[src/rtl/hspt_pkg.sv]
/*
  hspt_pkg: shared constants of the high-speed pwm timer block.
  register indices on the 8-bit cpu register port, bit positions,
  reset values and widths. assumes the module refers to every name
  as hspt_pkg::name.
*/
package hspt_pkg;
  // widths
  localparam int CNT_W = 10;                   // counter width
  localparam int CMP_W = 11;                   // compare width, enhanced
  localparam int ADR_W = 3;                    // register index width

  // register indices
  localparam logic [2:0] ADR_CTRL_D = 3'h0;    // fault_and_waveform_control
  localparam logic [2:0] ADR_CTRL_E = 3'h1;    // update_lock_and_override
  localparam logic [2:0] ADR_CNT    = 3'h2;    // counter_low_byte
  localparam logic [2:0] ADR_HTMP   = 3'h3;    // shared_high_bits_temp
  localparam logic [2:0] ADR_CMPA   = 3'h4;    // compare_a_value
  localparam logic [2:0] ADR_CMPB   = 3'h5;    // compare_b_value
  localparam logic [2:0] ADR_CMPC   = 3'h6;    // top_compare_value
  localparam logic [2:0] ADR_FLAGS  = 3'h7;    // match and overflow flags

  // control d bit positions
  localparam int B_FIRQ_EN = 7;                // fault_irq_enable
  localparam int B_FMODE   = 6;                // fault_mode_enable
  localparam int B_FNOISE  = 5;                // fault_noise_filter_enable
  localparam int B_FEDGE   = 4;                // fault_edge_select
  localparam int B_FCOMP   = 3;                // fault_comparator_source
  localparam int B_FFLAG   = 2;                // fault_flag
  localparam int B_WGM_HI  = 1;                // waveform_mode_high
  localparam int B_WGM_LO  = 0;                // waveform_mode_low

  // control e bit positions
  localparam int B_LOCK    = 7;                // compare_update_lock
  localparam int B_ENH     = 6;                // enhanced_resolution_enable

  // flags register bit positions
  localparam int B_OVF     = 0;                // overflow_flag
  localparam int B_MB      = 1;                // match_b_flag
  localparam int B_MA      = 2;                // match_a_flag

  // reset values
  localparam logic [7:0]  CTRL_RST = 8'h00;
  localparam logic [9:0]  CNT_RST  = 10'h000;
  localparam logic [10:0] CMP_RST  = 11'h000;
  localparam logic [9:0]  TOP_RST  = 10'h0ff;
  localparam logic [9:0]  TOP_MIN  = 10'h003;  // smallest accepted top
  localparam logic [9:0]  CNT_BOT  = 10'h000;  // bottom value
  localparam logic [9:0]  CNT_ONE  = 10'h001;
  localparam logic [3:0]  FILT_ALL = 4'hf;     // four equal samples

  // counting direction, one-hot
  typedef enum logic [1:0] {
    DIR_UP   = 2'b01,
    DIR_DOWN = 2'b10
  } hspt_dir_t;
endpackage

[src/rtl/hspt_timer.sv]
/*
  hspt_timer: 10-bit high-speed pwm timer with fault front end,
  waveform modes, locked compare update, enhanced resolution, six
  override enables, shared high-byte temporary and compares a, b, c.
  assumes one clock, a synchronous active-high reset, a cpu that
  strobes reads and writes for one cycle each, and fault and
  comparator inputs that are asynchronous to clk_sys_i.
*/
//
// Behaviour
// - fault irq enable lets flag request interrupt
// - fault mode enable lets faults kill waveforms
// - noise filter needs four equal samples
// - edge select: zero falling, one rising
// - comparator source feeds same front end
// - flag set always; cleared by vector or write-one
// - irq only with global, enable and flag
// - pwm enable and mode bits pick sequence
// - compare update and overflow at mode point
// - lock buffers compare writes until cleared
// - enhanced adds bit; lsb picks match edge
// - six-output mode: override enables pick pin source
// - enables map a, not a, b, not b, d, not d; both d pins driven low when enabled
// - 10-bit up/down counter, delayed cpu write
// - counter counts up after any write
// - counter usable as plain 8-bit counter
// - shared temp holds bits nine and eight
// - temp bit two extra msb; rest zero
// - match only when counting onto value
// - match flag set after sync delay
// - compare c match clears counter; dual slope turns it down instead
// - top written below three stored as three
`timescale 1ns/10ps
module hspt_timer (
  input  wire logic                        clk_sys_i,
  input  wire logic                        reset_i,
  input  wire logic [hspt_pkg::ADR_W-1:0]  reg_addr_i,
  input  wire logic                        reg_wr_i,
  input  wire logic                        reg_rd_i,
  input  wire logic [7:0]                  reg_wdata_i,
  output logic      [7:0]                  reg_rdata_o,
  input  wire logic                        fault_input_pin_i,
  input  wire logic                        comparator_out_i,
  input  wire logic                        channel_pwm_enable_i,
  input  wire logic                        global_irq_enable_i,
  input  wire logic                        fault_vector_taken_i,
  input  wire logic [5:0]                  port_value_i,
  output logic      [5:0]                  pin_out_o,
  output logic                             fault_irq_o
);
  // control registers
  logic [7:0]                  ctrl_d;       // fault and waveform control
  logic [7:0]                  ctrl_e;       // lock and override control
  logic [2:0]                  high_bits_temp; // shared temp
  logic [hspt_pkg::CNT_W-1:0]  counter_value;
  hspt_pkg::hspt_dir_t         dir;          // counting direction
  logic [hspt_pkg::CMP_W-1:0]  buf_a;        // buffered compares
  logic [hspt_pkg::CMP_W-1:0]  buf_b;
  logic [hspt_pkg::CNT_W-1:0]  buf_c;
  logic [hspt_pkg::CMP_W-1:0]  compare_a_value; // active compares
  logic [hspt_pkg::CMP_W-1:0]  compare_b_value;
  logic [hspt_pkg::CNT_W-1:0]  top_compare_value;
  logic                        cnt_wr_pend;  // delayed counter write
  logic [hspt_pkg::CNT_W-1:0]  cnt_wr_val;
  logic                        counted;      // last change was a count
  logic                        match_a_flag;
  logic                        match_b_flag;
  logic                        overflow_flag;
  logic                        hit_a_d;      // sync stage of matches
  logic                        hit_b_d;
  logic                        late_a;       // enhanced late-edge match
  logic                        late_b;
  logic                        wave_a;
  logic                        wave_b;
  logic                        flag_clr_pend; // write-one clear, delayed

  // fault front end
  logic [2:0]                  pin_sync;     // three-stage pin sampler
  logic [2:0]                  cmp_sync;     // three-stage comp sampler
  logic                        pin_lvl;      // agreed pin level
  logic                        cmp_lvl;      // agreed comparator level
  logic [3:0]                  filt_hist;    // last four samples
  logic                        filt_out;
  logic                        front_prev;

  // decode
  logic                        wr_en;
  logic                        dual_slope;
  logic                        six_out_mode;
  logic                        top_hit;
  logic                        bottom_hit;
  logic                        update_pt;
  logic                        ovf_pt;
  logic                        front_raw;
  logic                        front_lvl;
  logic                        fault_event;
  logic                        fault_kill;
  logic                        hit_a;
  logic                        hit_b;
  logic [hspt_pkg::CMP_W-1:0]  wide_wdata;
  logic [hspt_pkg::CNT_W-1:0]  next_top;

  // compare against counter, halved when enhanced
  function automatic logic cmp_hit(
    input logic [hspt_pkg::CMP_W-1:0] cmp,
    input logic [hspt_pkg::CNT_W-1:0] cnt,
    input logic                       enh
  );
    logic [hspt_pkg::CNT_W-1:0] v;
    v = enh ? cmp[hspt_pkg::CMP_W-1:1] : cmp[hspt_pkg::CNT_W-1:0];
    return v == cnt;
  endfunction

  assign wr_en       = reg_wr_i;
  // high bits of any wide write come from the shared temp
  assign wide_wdata  = {high_bits_temp, reg_wdata_i};
  assign dual_slope  = channel_pwm_enable_i
                       & ctrl_d[hspt_pkg::B_WGM_LO];
  assign six_out_mode = channel_pwm_enable_i
                       & ctrl_d[hspt_pkg::B_WGM_HI];
  assign top_hit     = (dir == hspt_pkg::DIR_UP)
                       & (counter_value == top_compare_value);
  assign bottom_hit  = (dir == hspt_pkg::DIR_DOWN)
                       & (counter_value == hspt_pkg::CNT_BOT);
  // normal mode loads at once, otherwise at top or bottom
  assign update_pt   = ~channel_pwm_enable_i
                       | (dual_slope ? bottom_hit : top_hit);
  assign ovf_pt      = dual_slope ? bottom_hit : top_hit;

  // top clamp, values below three become three
  assign next_top = (wide_wdata[hspt_pkg::CNT_W-1:0] < hspt_pkg::TOP_MIN)
                    ? hspt_pkg::TOP_MIN
                    : wide_wdata[hspt_pkg::CNT_W-1:0];

  // input samplers; only stages two and three are looked at
  always_ff @(posedge clk_sys_i) begin
    if (reset_i) begin
      pin_sync <= 3'h0;
      cmp_sync <= 3'h0;
    end else begin
      pin_sync <= {pin_sync[1:0], fault_input_pin_i};
      cmp_sync <= {cmp_sync[1:0], comparator_out_i};
    end
  end

  // agreed level: changes only when stages two and three match
  always_ff @(posedge clk_sys_i) begin
    if (reset_i) begin
      pin_lvl <= 1'b0;
      cmp_lvl <= 1'b0;
    end else begin
      if (pin_sync[1] == pin_sync[2]) begin
        pin_lvl <= pin_sync[2];
      end
      if (cmp_sync[1] == cmp_sync[2]) begin
        cmp_lvl <= cmp_sync[2];
      end
    end
  end

  // comparator replaces the pin when selected
  assign front_raw = ctrl_d[hspt_pkg::B_FCOMP] ? cmp_lvl : pin_lvl;

  // noise filter: output follows only four equal samples
  always_ff @(posedge clk_sys_i) begin
    if (reset_i) begin
      filt_hist <= 4'h0;
      filt_out  <= 1'b0;
    end else begin
      filt_hist <= {filt_hist[2:0], front_raw};
      if (filt_hist == hspt_pkg::FILT_ALL) begin
        filt_out <= 1'b1;
      end else if (filt_hist == 4'h0) begin
        filt_out <= 1'b0;
      end
    end
  end

  // filter bypassed when disabled; costs five cycles when on
  assign front_lvl = ctrl_d[hspt_pkg::B_FNOISE] ? filt_out : front_raw;

  always_ff @(posedge clk_sys_i) begin
    if (reset_i) begin
      front_prev <= 1'b0;
    end else begin
      front_prev <= front_lvl;
    end
  end

  // edge select, pin direction plays no part
  assign fault_event = ctrl_d[hspt_pkg::B_FEDGE]
                       ? (front_lvl & ~front_prev)
                       : (~front_lvl & front_prev);

  // waveforms are forced low while a fault stands in fault mode
  assign fault_kill = ctrl_d[hspt_pkg::B_FMODE]
                      & ctrl_d[hspt_pkg::B_FFLAG];

  // write-one clear of the fault flag lands a cycle later
  always_ff @(posedge clk_sys_i) begin
    if (reset_i) begin
      flag_clr_pend <= 1'b0;
    end else begin
      flag_clr_pend <= wr_en & (reg_addr_i == hspt_pkg::ADR_CTRL_D)
                       & reg_wdata_i[hspt_pkg::B_FFLAG];
    end
  end

  // control d; fault flag set wins over any clear
  always_ff @(posedge clk_sys_i) begin
    if (reset_i) begin
      ctrl_d <= hspt_pkg::CTRL_RST;
    end else begin
      if (wr_en && reg_addr_i == hspt_pkg::ADR_CTRL_D) begin
        ctrl_d[7:3] <= reg_wdata_i[7:3];
        ctrl_d[1:0] <= reg_wdata_i[1:0];
      end
      if (fault_event) begin
        ctrl_d[hspt_pkg::B_FFLAG] <= 1'b1;
      end else if (flag_clr_pend || fault_vector_taken_i) begin
        ctrl_d[hspt_pkg::B_FFLAG] <= 1'b0;
      end
    end
  end

  // control e: lock, enhanced, override enables
  always_ff @(posedge clk_sys_i) begin
    if (reset_i) begin
      ctrl_e <= hspt_pkg::CTRL_RST;
    end else if (wr_en && reg_addr_i == hspt_pkg::ADR_CTRL_E) begin
      ctrl_e <= reg_wdata_i;
    end
  end

  // shared temp: cpu writes it, low-byte reads refill it
  always_ff @(posedge clk_sys_i) begin
    if (reset_i) begin
      high_bits_temp <= 3'h0;
    end else if (wr_en && reg_addr_i == hspt_pkg::ADR_HTMP) begin
      high_bits_temp <= reg_wdata_i[2:0];
    end else if (reg_rd_i) begin
      unique case (reg_addr_i)
        hspt_pkg::ADR_CNT:  high_bits_temp <= {1'b0, counter_value[9:8]};
        hspt_pkg::ADR_CMPA: high_bits_temp <= buf_a[10:8];
        hspt_pkg::ADR_CMPB: high_bits_temp <= buf_b[10:8];
        hspt_pkg::ADR_CMPC: high_bits_temp <= {1'b0, buf_c[9:8]};
        default:            high_bits_temp <= high_bits_temp;
      endcase
    end
  end

  // counter write waits a cycle, standing in for cpu sync
  always_ff @(posedge clk_sys_i) begin
    if (reset_i) begin
      cnt_wr_pend <= 1'b0;
      cnt_wr_val  <= hspt_pkg::CNT_RST;
    end else begin
      cnt_wr_pend <= wr_en & (reg_addr_i == hspt_pkg::ADR_CNT);
      cnt_wr_val  <= wide_wdata[hspt_pkg::CNT_W-1:0];
    end
  end

  // counting sequence
  always_ff @(posedge clk_sys_i) begin
    if (reset_i) begin
      counter_value <= hspt_pkg::CNT_RST;
      dir           <= hspt_pkg::DIR_UP;
      counted       <= 1'b0;
    end else if (cnt_wr_pend) begin
      counter_value <= cnt_wr_val;
      dir           <= hspt_pkg::DIR_UP;
      counted       <= 1'b0;
    end else begin
      counted <= 1'b1;
      unique case (dir)
        hspt_pkg::DIR_UP: begin
          if (top_hit && dual_slope) begin
            dir           <= hspt_pkg::DIR_DOWN;
            counter_value <= counter_value - hspt_pkg::CNT_ONE;
          end else if (top_hit) begin
            counter_value <= hspt_pkg::CNT_BOT;
          end else begin
            counter_value <= counter_value + hspt_pkg::CNT_ONE;
          end
        end
        hspt_pkg::DIR_DOWN: begin
          if (bottom_hit) begin
            dir           <= hspt_pkg::DIR_UP;
            counter_value <= counter_value + hspt_pkg::CNT_ONE;
          end else begin
            counter_value <= counter_value - hspt_pkg::CNT_ONE;
          end
        end
      endcase
    end
  end

  // compare buffers take every cpu write
  always_ff @(posedge clk_sys_i) begin
    if (reset_i) begin
      buf_a <= hspt_pkg::CMP_RST;
      buf_b <= hspt_pkg::CMP_RST;
      buf_c <= hspt_pkg::TOP_RST;
    end else if (wr_en) begin
      if (reg_addr_i == hspt_pkg::ADR_CMPA) begin
        buf_a <= wide_wdata;
      end
      if (reg_addr_i == hspt_pkg::ADR_CMPB) begin
        buf_b <= wide_wdata;
      end
      if (reg_addr_i == hspt_pkg::ADR_CMPC) begin
        buf_c <= next_top;
      end
    end
  end

  // active compares follow buffers at the update point unless locked
  always_ff @(posedge clk_sys_i) begin
    if (reset_i) begin
      compare_a_value   <= hspt_pkg::CMP_RST;
      compare_b_value   <= hspt_pkg::CMP_RST;
      top_compare_value <= hspt_pkg::TOP_RST;
    end else if (!ctrl_e[hspt_pkg::B_LOCK] && update_pt) begin
      compare_a_value   <= buf_a;
      compare_b_value   <= buf_b;
      top_compare_value <= buf_c;
    end
  end

  // match only on a counted step, never on a counter write
  assign hit_a = counted & cmp_hit(compare_a_value, counter_value,
                                   ctrl_e[hspt_pkg::B_ENH]);
  assign hit_b = counted & cmp_hit(compare_b_value, counter_value,
                                   ctrl_e[hspt_pkg::B_ENH]);

  // enhanced lsb one moves the match to the later edge
  always_ff @(posedge clk_sys_i) begin
    if (reset_i) begin
      late_a  <= 1'b0;
      late_b  <= 1'b0;
      hit_a_d <= 1'b0;
      hit_b_d <= 1'b0;
    end else begin
      late_a  <= hit_a & ctrl_e[hspt_pkg::B_ENH]
                 & compare_a_value[0];
      late_b  <= hit_b & ctrl_e[hspt_pkg::B_ENH]
                 & compare_b_value[0];
      hit_a_d <= (hit_a & ~(ctrl_e[hspt_pkg::B_ENH]
                 & compare_a_value[0])) | late_a;
      hit_b_d <= (hit_b & ~(ctrl_e[hspt_pkg::B_ENH]
                 & compare_b_value[0])) | late_b;
    end
  end

  // match and overflow flags, write one clears, set wins
  always_ff @(posedge clk_sys_i) begin
    if (reset_i) begin
      match_a_flag  <= 1'b0;
      match_b_flag  <= 1'b0;
      overflow_flag <= 1'b0;
    end else begin
      if (hit_a_d) begin
        match_a_flag <= 1'b1;
      end else if (wr_en && reg_addr_i == hspt_pkg::ADR_FLAGS
                   && reg_wdata_i[hspt_pkg::B_MA]) begin
        match_a_flag <= 1'b0;
      end
      if (hit_b_d) begin
        match_b_flag <= 1'b1;
      end else if (wr_en && reg_addr_i == hspt_pkg::ADR_FLAGS
                   && reg_wdata_i[hspt_pkg::B_MB]) begin
        match_b_flag <= 1'b0;
      end
      if (ovf_pt && !cnt_wr_pend) begin
        overflow_flag <= 1'b1;
      end else if (wr_en && reg_addr_i == hspt_pkg::ADR_FLAGS
                   && reg_wdata_i[hspt_pkg::B_OVF]) begin
        overflow_flag <= 1'b0;
      end
    end
  end

  // waveforms: set at bottom, clear on match; dual slope mirrors
  always_ff @(posedge clk_sys_i) begin
    if (reset_i) begin
      wave_a <= 1'b0;
      wave_b <= 1'b0;
    end else if (fault_kill) begin
      wave_a <= 1'b0;
      wave_b <= 1'b0;
    end else if (dual_slope) begin
      if (hit_a_d) begin
        wave_a <= (dir == hspt_pkg::DIR_DOWN);
      end
      if (hit_b_d) begin
        wave_b <= (dir == hspt_pkg::DIR_DOWN);
      end
    end else begin
      if (hit_a_d) begin
        wave_a <= 1'b0;
      end else if (top_hit) begin
        wave_a <= 1'b1;
      end
      if (hit_b_d) begin
        wave_b <= 1'b0;
      end else if (top_hit) begin
        wave_b <= 1'b1;
      end
    end
  end

  // pins: override enables pick wave or port in six-output mode
  always_ff @(posedge clk_sys_i) begin
    if (reset_i) begin
      pin_out_o <= 6'h00;
    end else if (six_out_mode) begin
      // d channel has no compare here, so its waves stay low
      pin_out_o[0] <= ctrl_e[0] ? wave_a  : port_value_i[0];
      pin_out_o[1] <= ctrl_e[1] ? ~wave_a : port_value_i[1];
      pin_out_o[2] <= ctrl_e[2] ? wave_b  : port_value_i[2];
      pin_out_o[3] <= ctrl_e[3] ? ~wave_b : port_value_i[3];
      pin_out_o[4] <= ctrl_e[4] ? 1'b0    : port_value_i[4];
      pin_out_o[5] <= ctrl_e[5] ? 1'b0    : port_value_i[5];
    end else if (channel_pwm_enable_i) begin
      pin_out_o <= {port_value_i[5:4], ~wave_b, wave_b, ~wave_a, wave_a};
    end else begin
      pin_out_o <= port_value_i;
    end
  end

  // interrupt needs global enable, fault enable and flag
  always_ff @(posedge clk_sys_i) begin
    if (reset_i) begin
      fault_irq_o <= 1'b0;
    end else begin
      fault_irq_o <= global_irq_enable_i
                     & ctrl_d[hspt_pkg::B_FIRQ_EN]
                     & ctrl_d[hspt_pkg::B_FFLAG];
    end
  end

  // registered read data, one cycle after the read strobe
  always_ff @(posedge clk_sys_i) begin
    if (reset_i) begin
      reg_rdata_o <= 8'h00;
    end else if (reg_rd_i) begin
      unique case (reg_addr_i)
        hspt_pkg::ADR_CTRL_D: reg_rdata_o <= ctrl_d;
        hspt_pkg::ADR_CTRL_E: reg_rdata_o <= ctrl_e;
        hspt_pkg::ADR_CNT:    reg_rdata_o <= counter_value[7:0];
        hspt_pkg::ADR_HTMP:   reg_rdata_o <= {5'h00, high_bits_temp};
        hspt_pkg::ADR_CMPA:   reg_rdata_o <= buf_a[7:0];
        hspt_pkg::ADR_CMPB:   reg_rdata_o <= buf_b[7:0];
        hspt_pkg::ADR_CMPC:   reg_rdata_o <= buf_c[7:0];
        hspt_pkg::ADR_FLAGS:  reg_rdata_o <= {5'h00, match_a_flag,
                                              match_b_flag, overflow_flag};
      endcase
    end
  end
endmodule

[config.mk]
export PLATFORM = sky130hd
export DESIGN_NAME = hspt_timer
export DESIGN_NICKNAME = d
export VERILOG_FILES = /design/src/rtl/hspt_pkg.sv /design/src/rtl/hspt_timer.sv
export SDC_FILE = /design/constraint.sdc
export NUM_CORES = 1
export LEC_CHECK = 0
export BUFFER_PORTS_ARGS = -buffer_cell sky130_fd_sc_hd__buf_2
export CAP_MARGIN = 20
export CORE_MARGIN = 2
export CORE_UTILIZATION = 40
export CTS_BUF_LIST = sky130_fd_sc_hd__clkbuf_2
export DETAILED_ROUTE_END_ITERATION = 8
export GPL_ROUTABILITY_DRIVEN = 0
export GPL_TIMING_DRIVEN = 0
export SETUP_SLACK_MARGIN = 0.15
export SLEW_MARGIN = 40
export SYNTH_ARGS = -nofsm -noshare
export SYNTH_HDL_FRONTEND = slang
export SYNTH_SLANG_ARGS = --single-unit
export TNS_END_PERCENT = 10
[constraint.sdc]
create_clock -name clk_sys_i -period 6.5 [get_ports clk_sys_i]
set_input_delay 1.625 -clock clk_sys_i [delete_from_list [all_inputs] [get_ports clk_sys_i]]
set_output_delay 1.625 -clock clk_sys_i [all_outputs]
set_load 0.01 [all_outputs]
==> summary.txt, run 1 <==
STATUS
-----------------------------------------------------------------------------------------------------
Result of the run                                                                        complete, no violations

SYNTH
-----------------------------------------------------------------------------------------------------
Part of the Yosys area used for sequential elements                                             41.9%
Count of warnings emitted by yosys                                                                  0
Cell taking the most area after synthesis                                                     dfxtp_1
Simple-Gate Fraction of Synth Area                                                              22.1%
Number of synthesized flops with an enable pin                                                      0
Net count after synthesis                                                                         836
Post-Syn Area per Cell                                                                       8.64 um2
Main flop type after synthesis                                                                dfxtp_1
Post-synthesis cell count                                                                         808
Synthesized-area fraction occupied by xor and xnor cells                                        6.52%
Count of unique library cells instantiated by Yosys                                                52
Multiplexer area fraction after synthesis                                                       9.35%
Synthesized cell area                                                                        6980 um2
Fraction of synthesized cell area taken by the top area cell type                               41.9%
Dominant combinational cell family by area after synthesis                               simple AND/OR/NAND/NOR gates
Post-synthesis share of cell area spent on full adders, half adders and majority gates         0.358%
Register bit total from synthesis                                                                 146
Compound-cell area share of the yosys netlist                                                   14.6%
Post-synthesis async set-or-reset flop share                                                       0%
Main area contributors after synthesis                                                   dfxtp_1 42%, mux2i_1 9.0%, nand2b_1 5.8%

DIE
-----------------------------------------------------------------------------------------------------
Overall die area                                                                           18,500 um2
Die span in x                                                                                  136 um
Std-Cell Rows                                                                                      48
Core Area                                                                                  17,200 um2
Initial standard-cell utilization of the core                                                   40.6%
Floorplan die height                                                                           136 um
Top Ports                                                                                          41

FINISH
-----------------------------------------------------------------------------------------------------
Nets                                                                                              890
Post-Layout Inst Area                                                                        7690 um2
Share of post-route cells with drive strength above 1                                           9.14%
Area grow syn2layout                                                                            10.1%
Final antenna diode count                                                                           0

WORST SETUP PATH
-----------------------------------------------------------------------------------------------------
Crit path launch type                                                                       flip-flop
Max Fanout on Critical Path                                                                        10
Highest-delay cell along the critical path                                                      or4_4
R2R setup slack                                                                               3.30 ns
Setup crit end kind                                                                         flip-flop
Path depth of the worst reg2reg path                                                                9
Critical Path, Cell by Cell                                                              clkbuf_1 > inv_1 > ha_1 > or4b_4 > or4_4 > buf_6 > a221oi_4 > buf_8 > mux2i_1
CP required                                                                                   7.14 ns
Classification of the worst setup path                                                   flip-flop to flip-flop
Crit Reg-Reg Startpoint                                                                  counter_value[0]$_SDFF_PP0_
Largest stage delay on the critical path                                                      0.53 ns
Worst r2r dst                                                                            compare_a_value[8]$_SDFFE_PP0P_
Critical path arrival                                                                         3.85 ns

STA
-----------------------------------------------------------------------------------------------------
RSZ-0062 raised after global routing                                                            false
Final-report max-slew violation count                                                               0
Normalized max-slew margin                                                                      44.1%
Worst clock skew                                                                            0.0411 ns
Highest clock rate                                                                          0.312 GHz
Period utilisation layout                                                                       49.3%
Setup slack of the critical path after layout                                                 3.30 ns
Crit path time final                                                                          3.20 ns
Actual transition at the worst max-transition pin                                            0.838 ns
Setup TNS after final layout                                                                     0 ns
Setup-failing EPs final                                                                             0
Hold violation total from the final report                                                          0

CLOCKING
-----------------------------------------------------------------------------------------------------
CTS Hold Buffers Added                                                                              0
Maximum buffer depth of the clock tree                                                              2
Clock slew seen by the registers of the worst setup and hold paths                            0.24 ns
Level count of the clock H-tree                                                                     4
TritonCTS Buffers                                                                                  17
Clock insertion delay at the later pin of the skew report                                     0.73 ns
Root buffer selected by CTS                                                                  clkbuf_2
CTS resizes                                                                                         0
TritonCTS clock tree                                                                              yes
Setup bufs post-CTS                                                                                 0
Total number of clock tree sinks                                                                  146

MIN PATH
-----------------------------------------------------------------------------------------------------
Hold Path Origin                                                                         cnt_wr_val[3]$_SDFF_PP0_
Worst min path class                                                                     flip-flop to flip-flop
Worst min-delay path endpoint                                                            counter_value[3]$_SDFF_PP0_
Count of cells along the worst hold path                                                            2

ROUTING
-----------------------------------------------------------------------------------------------------
Average wire length per cell after detail routing                                             18.9 um
Total length of routed wires                                                                20,800 um
Starting DRC count in detailed routing                                                            477
DRC violations left                                                                                 0
Number of iterations in the first detailed-routing pass                                             5
DR vias                                                                                         5,858
ANT nets after route                                                                                0
Post-DR vias/cell                                                                                5.33

GLOBAL ROUTE
-----------------------------------------------------------------------------------------------------
First-pass GRT wire length                                                                  32,000 um
Pin count of the biggest net entering global routing                                               17
Overall overflow remaining after global route                                                       0
Vias in the first global route                                                                  5,474
Number of antenna violations at the first check in global routing                                   0
Global-route usage over all layers                                                              23.2%

POWER AND IR DROP
-----------------------------------------------------------------------------------------------------
Leakage                                                                                       2.75 nW
Maximum vdd ir drop                                                                          0.169 mV
Power Dens Cells                                                                           220 nW/um2

PLACED DESIGN
-----------------------------------------------------------------------------------------------------
Hpwl dp                                                                                     15,200 um
Pre-CTS WS                                                                                    2.91 ns
Buffers on Ports                                                                                   35
Post-Place Cell Area                                                                         7440 um2

JOB
-----------------------------------------------------------------------------------------------------
Number of max-cap violations                                                                        0

## cell usage after synthesis, types with 8 or more instances
| cell type | instances |
|---|---|
| nand2_1 | 95 |
| xnor2_1 | 37 |
| a221oi_1 | 9 |
| nor2_1 | 55 |
| nand2b_1 | 65 |
| dfxtp_1 | 146 |
| inv_1 | 23 |
| nor3_1 | 8 |
| a21oi_1 | 57 |
| o21ai_0 | 23 |
| nand3_1 | 15 |
| mux2i_1 | 63 |
| buf_1 | 10 |
| xor2_1 | 15 |
| nand4_1 | 8 |
| a31oi_1 | 10 |
| nor2b_1 | 31 |
| clkbuf_1 | 45 |
| a22o_1 | 8 |
## routing by layer
metal	share of wire [%]	vias up	wire [um]	global-route usage [%]
li1	-	2886	-	-
met1	48	2741	9920	33.2
met2	44	207	9200	35.7
met3	6.5	24	1350	4.62
met4	1.6	0	333	5.84
met5	0	-	0	0
## layout make-up
| cell class | count | area (um2) |
|---|---|---|
| Sequential cell | 146 | 2920 |
| Fill cell | 1814 | 9490 |
| Buffer | 60 | 274 |
| Timing Repair Buffer | 35 | 175 |
| Clock buffer | 18 | 90.1 |
| Clock inverter | 14 | 155 |
| Multi-Input combinational cell | 578 | 3700 |
| Tap cell | 225 | 282 |
| Inverter | 24 | 90.1 |
## worst max-delay path, delay by kind of cell (launching register included)
kind	cells	cell delay (ns)
and+or+nand+nor	2	1.04
buffers and inverters	4	0.82
AOI/OAI and AO/OA	1	0.51
DFF	1	0.36
adders and majority gates	1	0.22
muxes	1	0.18
## flip-flops by register name, summed over array words and instances, names as in the netlist, 2 cells and up
name / flops
buf_a: 11
buf_b: 11
compare_a_value: 11
compare_b_value: 11
buf_c: 10
cnt_wr_val: 10
counter_value: 10
top_compare_value: 10
ctrl_d: 8
ctrl_e: 8
reg_rdata_o: 8
pin_out_o: 6
filt_hist: 4
cmp_sync: 3
high_bits_temp: 3
pin_sync: 3
dir: 2
## metrics by stage
step / utilization, % / hold WS [ns] / total power, mW / std cells
2_1_floorplan: - / 0.414 / 1.09 / 808
3_3_place_gp: 43.3 / 0.427 / 1.16 / 1068
3_5_place_dp: 43.3 / 0.435 / 1.16 / 1068
4_1_cts: 44.7 / 0.456 / 1.70 / 1100
5_1_grt: 44.7 / 0.480 / 1.76 / 1100
6_report: 44.7 / 0.431 / 1.69 / 1100
## kinds of logic (layout without fill, tap and decap cells)
kind of cell    Yosys count  after routing
fa+ha+maj                 2              2
mux                      65             65
flops                   146            146
buf+inv                  84            151
simple gates            306            306
xor+xnor                 52             52
compound gates          153            153
## placed cells by master, fill, tap and decap left out, drive strengths merged, types with 5 or more instances in the layout
| cell type | netlist | routed |
|---|---|---|
| a221oi | 10 | 10 |
| nand4 | 8 | 8 |
| nor3 | 8 | 8 |
| o2bb2ai | 6 | 6 |
| o31ai | 5 | 5 |
| o22ai | 6 | 6 |
| a211o | 6 | 6 |
| o21ai | 23 | 23 |
| and2 | 5 | 5 |
| nand2 | 95 | 95 |
| a31oi | 10 | 10 |
| a22o | 8 | 8 |
| clkbuf | 45 | 63 |
| a21oi | 57 | 57 |
| nor4 | 7 | 7 |
| dfxtp | 146 | 146 |
| xor2 | 15 | 15 |
| buf | 15 | 50 |
| inv | 23 | 27 |
| nand3 | 15 | 15 |
| mux2i | 63 | 63 |
| clkinv | 1 | 6 |
| xnor2 | 37 | 37 |
| o221ai | 6 | 6 |
| nor2b | 31 | 31 |
| nor2 | 55 | 55 |
| nand2b | 65 | 65 |
## worst max path at each step
| stage | startpoint | to | slack [ns] | cells past startpoint |
|---|---|---|---|---|
| floorplan | reg_addr_i[2] | ctrl_e[0]$_SDFFE_PP0P_ | 3.59 | 5 |
| global placement | reg_addr_i[0] | reg_rdata_o[5]$_SDFFE_PP0P_ | 2.89 | 7 |
| detailed placement | reg_addr_i[0] | reg_rdata_o[5]$_SDFFE_PP0P_ | 2.91 | 7 |
| CTS | counter_value[0]$_SDFF_PP0_ | top_compare_value[7]$_SDFFE_PP1P_ | 3.27 | 9 |
| global route | counter_value[0]$_SDFF_PP0_ | counter_value[8]$_SDFF_PP0_ | 3.15 | 10 |
| finish | counter_value[0]$_SDFF_PP0_ | compare_a_value[8]$_SDFFE_PP0P_ | 3.30 | 9 |
## where the power goes
| group | switching [mW] | internal, mW | leakage, nW |
|---|---|---|---|
| clock network | 0.365 | 0.184 | 0.141 |
| registers | 0.0175 | 0.921 | 1.19 |
| logic | 0.126 | 0.0786 | 1.43 |
| total | 0.508 | 1.18 | 2.75 |
(Power assumes the default switching activity.)
==> run 2, diff against run 1 <==
- clock period: 6.5 -> 3.1 ns (I/O delays scaled with it)
==> summary.txt, run 2 (same netlist as run 1, synthesis figures left out) <==
STA
---------------------------------------------------------------------------------
Setup-failing EPs final                                                         0   unchanged
Hold violation total from the final report                                      0   unchanged
Period utilisation layout                                                   92.7%   +43 points
Setup slack of the critical path after layout                            0.227 ns   -3.07 ns
Crit path time final                                                      2.87 ns   -0.331 ns
Final-report max-slew violation count                                           0   unchanged
Actual transition at the worst max-transition pin                        0.831 ns   -0.00666 ns
Worst clock skew                                                        0.0436 ns   +0.00255 ns
Normalized max-slew margin                                                  44.6%   +0.44 points
Highest clock rate                                                      0.348 GHz   +12%
RSZ-0062 raised after global routing                                        false
Setup TNS after final layout                                                 0 ns   unchanged

GLOBAL ROUTE
---------------------------------------------------------------------------------
Number of antenna violations at the first check in global routing               0   unchanged
Global Route met2 Usage                                                     35.9%   +0.22 points
Busiest grt layer                                                            met2
First-pass GRT wire length                                              32,100 um   +0.26%
Pin count of the biggest net entering global routing                           17   unchanged
GR Util met3                                                                4.62%   unchanged
Vias in the first global route                                              5,520   +0.84%
GR met1 Demand/Resource                                                     33.1%   -0.12 points
Overall overflow remaining after global route                                   0   unchanged
Global-route usage over all layers                                          23.2%   +0.039 points

WORST SETUP PATH
---------------------------------------------------------------------------------
Critical path arrival                                                     3.53 ns   -0.32 ns
Crit path launch type                                                   flip-flop
Setup crit end kind                                                     flip-flop
CP required                                                               3.75 ns   -3.39 ns
Largest stage delay on the critical path                                  0.53 ns   about the same
Classification of the worst setup path                               flip-flop to flip-flop
Critical Path, Cell by Cell                                          buf_4 > inv_2 > ha_2 > or4b_4 > or4_4 > buf_6 > a221oi_4 > buf_12 > buf_8 > mux2i_1
Highest-delay cell along the critical path                                  or4_4
Max Fanout on Critical Path                                                    10   unchanged

STATUS
---------------------------------------------------------------------------------
Result of the run                                                    complete, no violations

ROUTING
---------------------------------------------------------------------------------
Total length of routed wires                                            21,000 um   +1.1%
ANT nets after route                                                            0   unchanged
Post-DR vias/cell                                                            5.38   +1.1%
Starting DRC count in detailed routing                                        546   +14%
DRC violations left                                                             0   unchanged
Average wire length per cell after detail routing                         19.0 um   +0.65%
DR vias                                                                     5,947   +1.5%
Number of iterations in the first detailed-routing pass                         6   +1

CLOCKING
---------------------------------------------------------------------------------
CTS Hold Buffers Added                                                          0   unchanged
Level count of the clock H-tree                                                 4   unchanged
Clock slew seen by the registers of the worst setup and hold paths        0.24 ns   about the same
Root buffer selected by CTS                                              clkbuf_2
Clock insertion delay at the later pin of the skew report                 0.74 ns   about the same
Maximum buffer depth of the clock tree                                          2   unchanged
TritonCTS clock tree                                                          yes
Total number of clock tree sinks                                              146   unchanged
TritonCTS Buffers                                                              17   unchanged

DIE
---------------------------------------------------------------------------------
Overall die area                                                       18,500 um2   unchanged
Top Ports                                                                      41   unchanged
Std-Cell Rows                                                                  48   unchanged
Initial standard-cell utilization of the core                               40.6%   unchanged
Die span in x                                                              136 um   unchanged
Floorplan die height                                                       136 um   unchanged
Core Area                                                              17,200 um2   unchanged

PLACED DESIGN
---------------------------------------------------------------------------------
Pre-CTS WS                                                              -0.102 ns   -3.01 ns
Buffers on Ports                                                               35   unchanged
Hpwl dp                                                                 15,200 um   unchanged
Post-Place Cell Area                                                     7440 um2   unchanged
Inst Count DP                                                               1,068   unchanged

POWER AND IR DROP
---------------------------------------------------------------------------------
Maximum vdd ir drop                                                      0.353 mV   +110%
Leakage                                                                   2.79 nW   +1.3%
Internal cell power                                                       2.49 mW   +110%
Logic pwr share                                                             12.4%   +0.3 points
Sequential cell fraction of total power                                     55.3%   -0.2 points
Net switching fraction of the power                                         30.0%   about the same
P_sw                                                                      1.07 mW   +110%
Power Dens Cells                                                       459 nW/um2   +110%
Clock network power share                                                   32.3%   about the same

FINISH
---------------------------------------------------------------------------------
Non-filler instance count after layout                                      1,105   +0.45%
Most common library cell in the layout ignoring fill and taps             dfxtp_1
Post-Layout Inst Area                                                    7750 um2   +0.83%
Final antenna diode count                                                       0   unchanged
Area grow syn2layout                                                        11.0%
Nets                                                                          895   +0.56%
Commonest non-fill, non-tap cells in the layout                      144 x dfxtp_1, 95 x nand2_1, 65 x nand2b_1
Share of post-route cells with drive strength above 1                       10.6%   +1.4 points

MIN PATH
---------------------------------------------------------------------------------
Worst min path class                                                 input port to flip-flop

JOB
---------------------------------------------------------------------------------
Number of max-cap violations                                                    0   unchanged

[run 2: changes by cell type in the layout (fill, tap and decap cells not counted)]
cell | before | now
buf_4 | 0 | 6
ha_2 | 0 | 1
buf_12 | 0 | 1
inv_2 | 0 | 2
dfxtp_2 | 0 | 2
clkbuf_2 | 18 | 19
clkbuf_1 | 45 | 42
ha_1 | 2 | 1
dfxtp_1 | 146 | 144
inv_1 | 23 | 21
[run 2: worst max-delay path, delay by kind of cell (launching register included)]
kind            cells  cell delay [ns]
mux                 1             0.18
buf+inv             5             0.72
flops               1             0.36
compound gates      1             0.32
simple gates        2             1.03
fa+ha+maj           1             0.20
[run 2: layout make-up]
cell class | count | area [um2]
fillers | 1807 | 9430
inverters | 24 | 90.1
repair buffers | 40 | 225
well taps | 225 | 282
clock inverters | 14 | 155
flip-flops and latches | 146 | 2930
multi-input cells | 578 | 3700
clock buffers | 18 | 90.1
plain buffers | 60 | 283
[run 2: metal layers]
metal	part of all wire (%)	routed length, um	up-vias
li1	-	-	2904
met1	46	9710	2806
met2	45	9370	201
met3	7.3	1530	36
met4	2.0	422	0
met5	0	0	-
[run 2: per-stage QoR]
step                      utilization (%)  power, mW  hold slack [ns]
after detailed placement             43.3       2.43            0.435
after floorplan                         -       2.28            0.414
final                                45.1       3.56            0.211
after CTS                            45.0       3.56            0.181
after global routing                 45.1       3.71            0.145
after global placement               43.3       2.43            0.427
[run 2: path summary, 6_finish.rpt]
kind                               startpoint                              end  slack (ns)  cells after the start
setup reg to reg  counter_value[0]$_SDFF_PP0_  compare_a_value[8]$_SDFFE_PP0P_        0.23                     10
setup / recovery  counter_value[0]$_SDFF_PP0_  compare_a_value[8]$_SDFFE_PP0P_        0.23                     10
hold / removal                port_value_i[5]          pin_out_o[5]$_SDFF_PP0_        0.21                      3
hold reg to reg      cnt_wr_val[3]$_SDFF_PP0_      counter_value[3]$_SDFF_PP0_        0.43                      2
[run 2: power groups by stage]
stage | Combinational (mW) | Sequential, mW | Clock, mW
after detailed placement | 0.422 | 2.00 | 0
after floorplan | 0.289 | 1.99 | 0
after global placement | 0.422 | 2.00 | 0
after CTS | 0.432 | 1.97 | 1.16
final | 0.441 | 1.97 | 1.15
after global routing | 0.476 | 1.98 | 1.25
[run 2: timing repair]
action,CTS,global route
endpoints found under the hold margin,0,0
pin swaps,1,0
buffers inserted,4,1
gates resized for setup,5,7
setup endpoints to repair,40,33
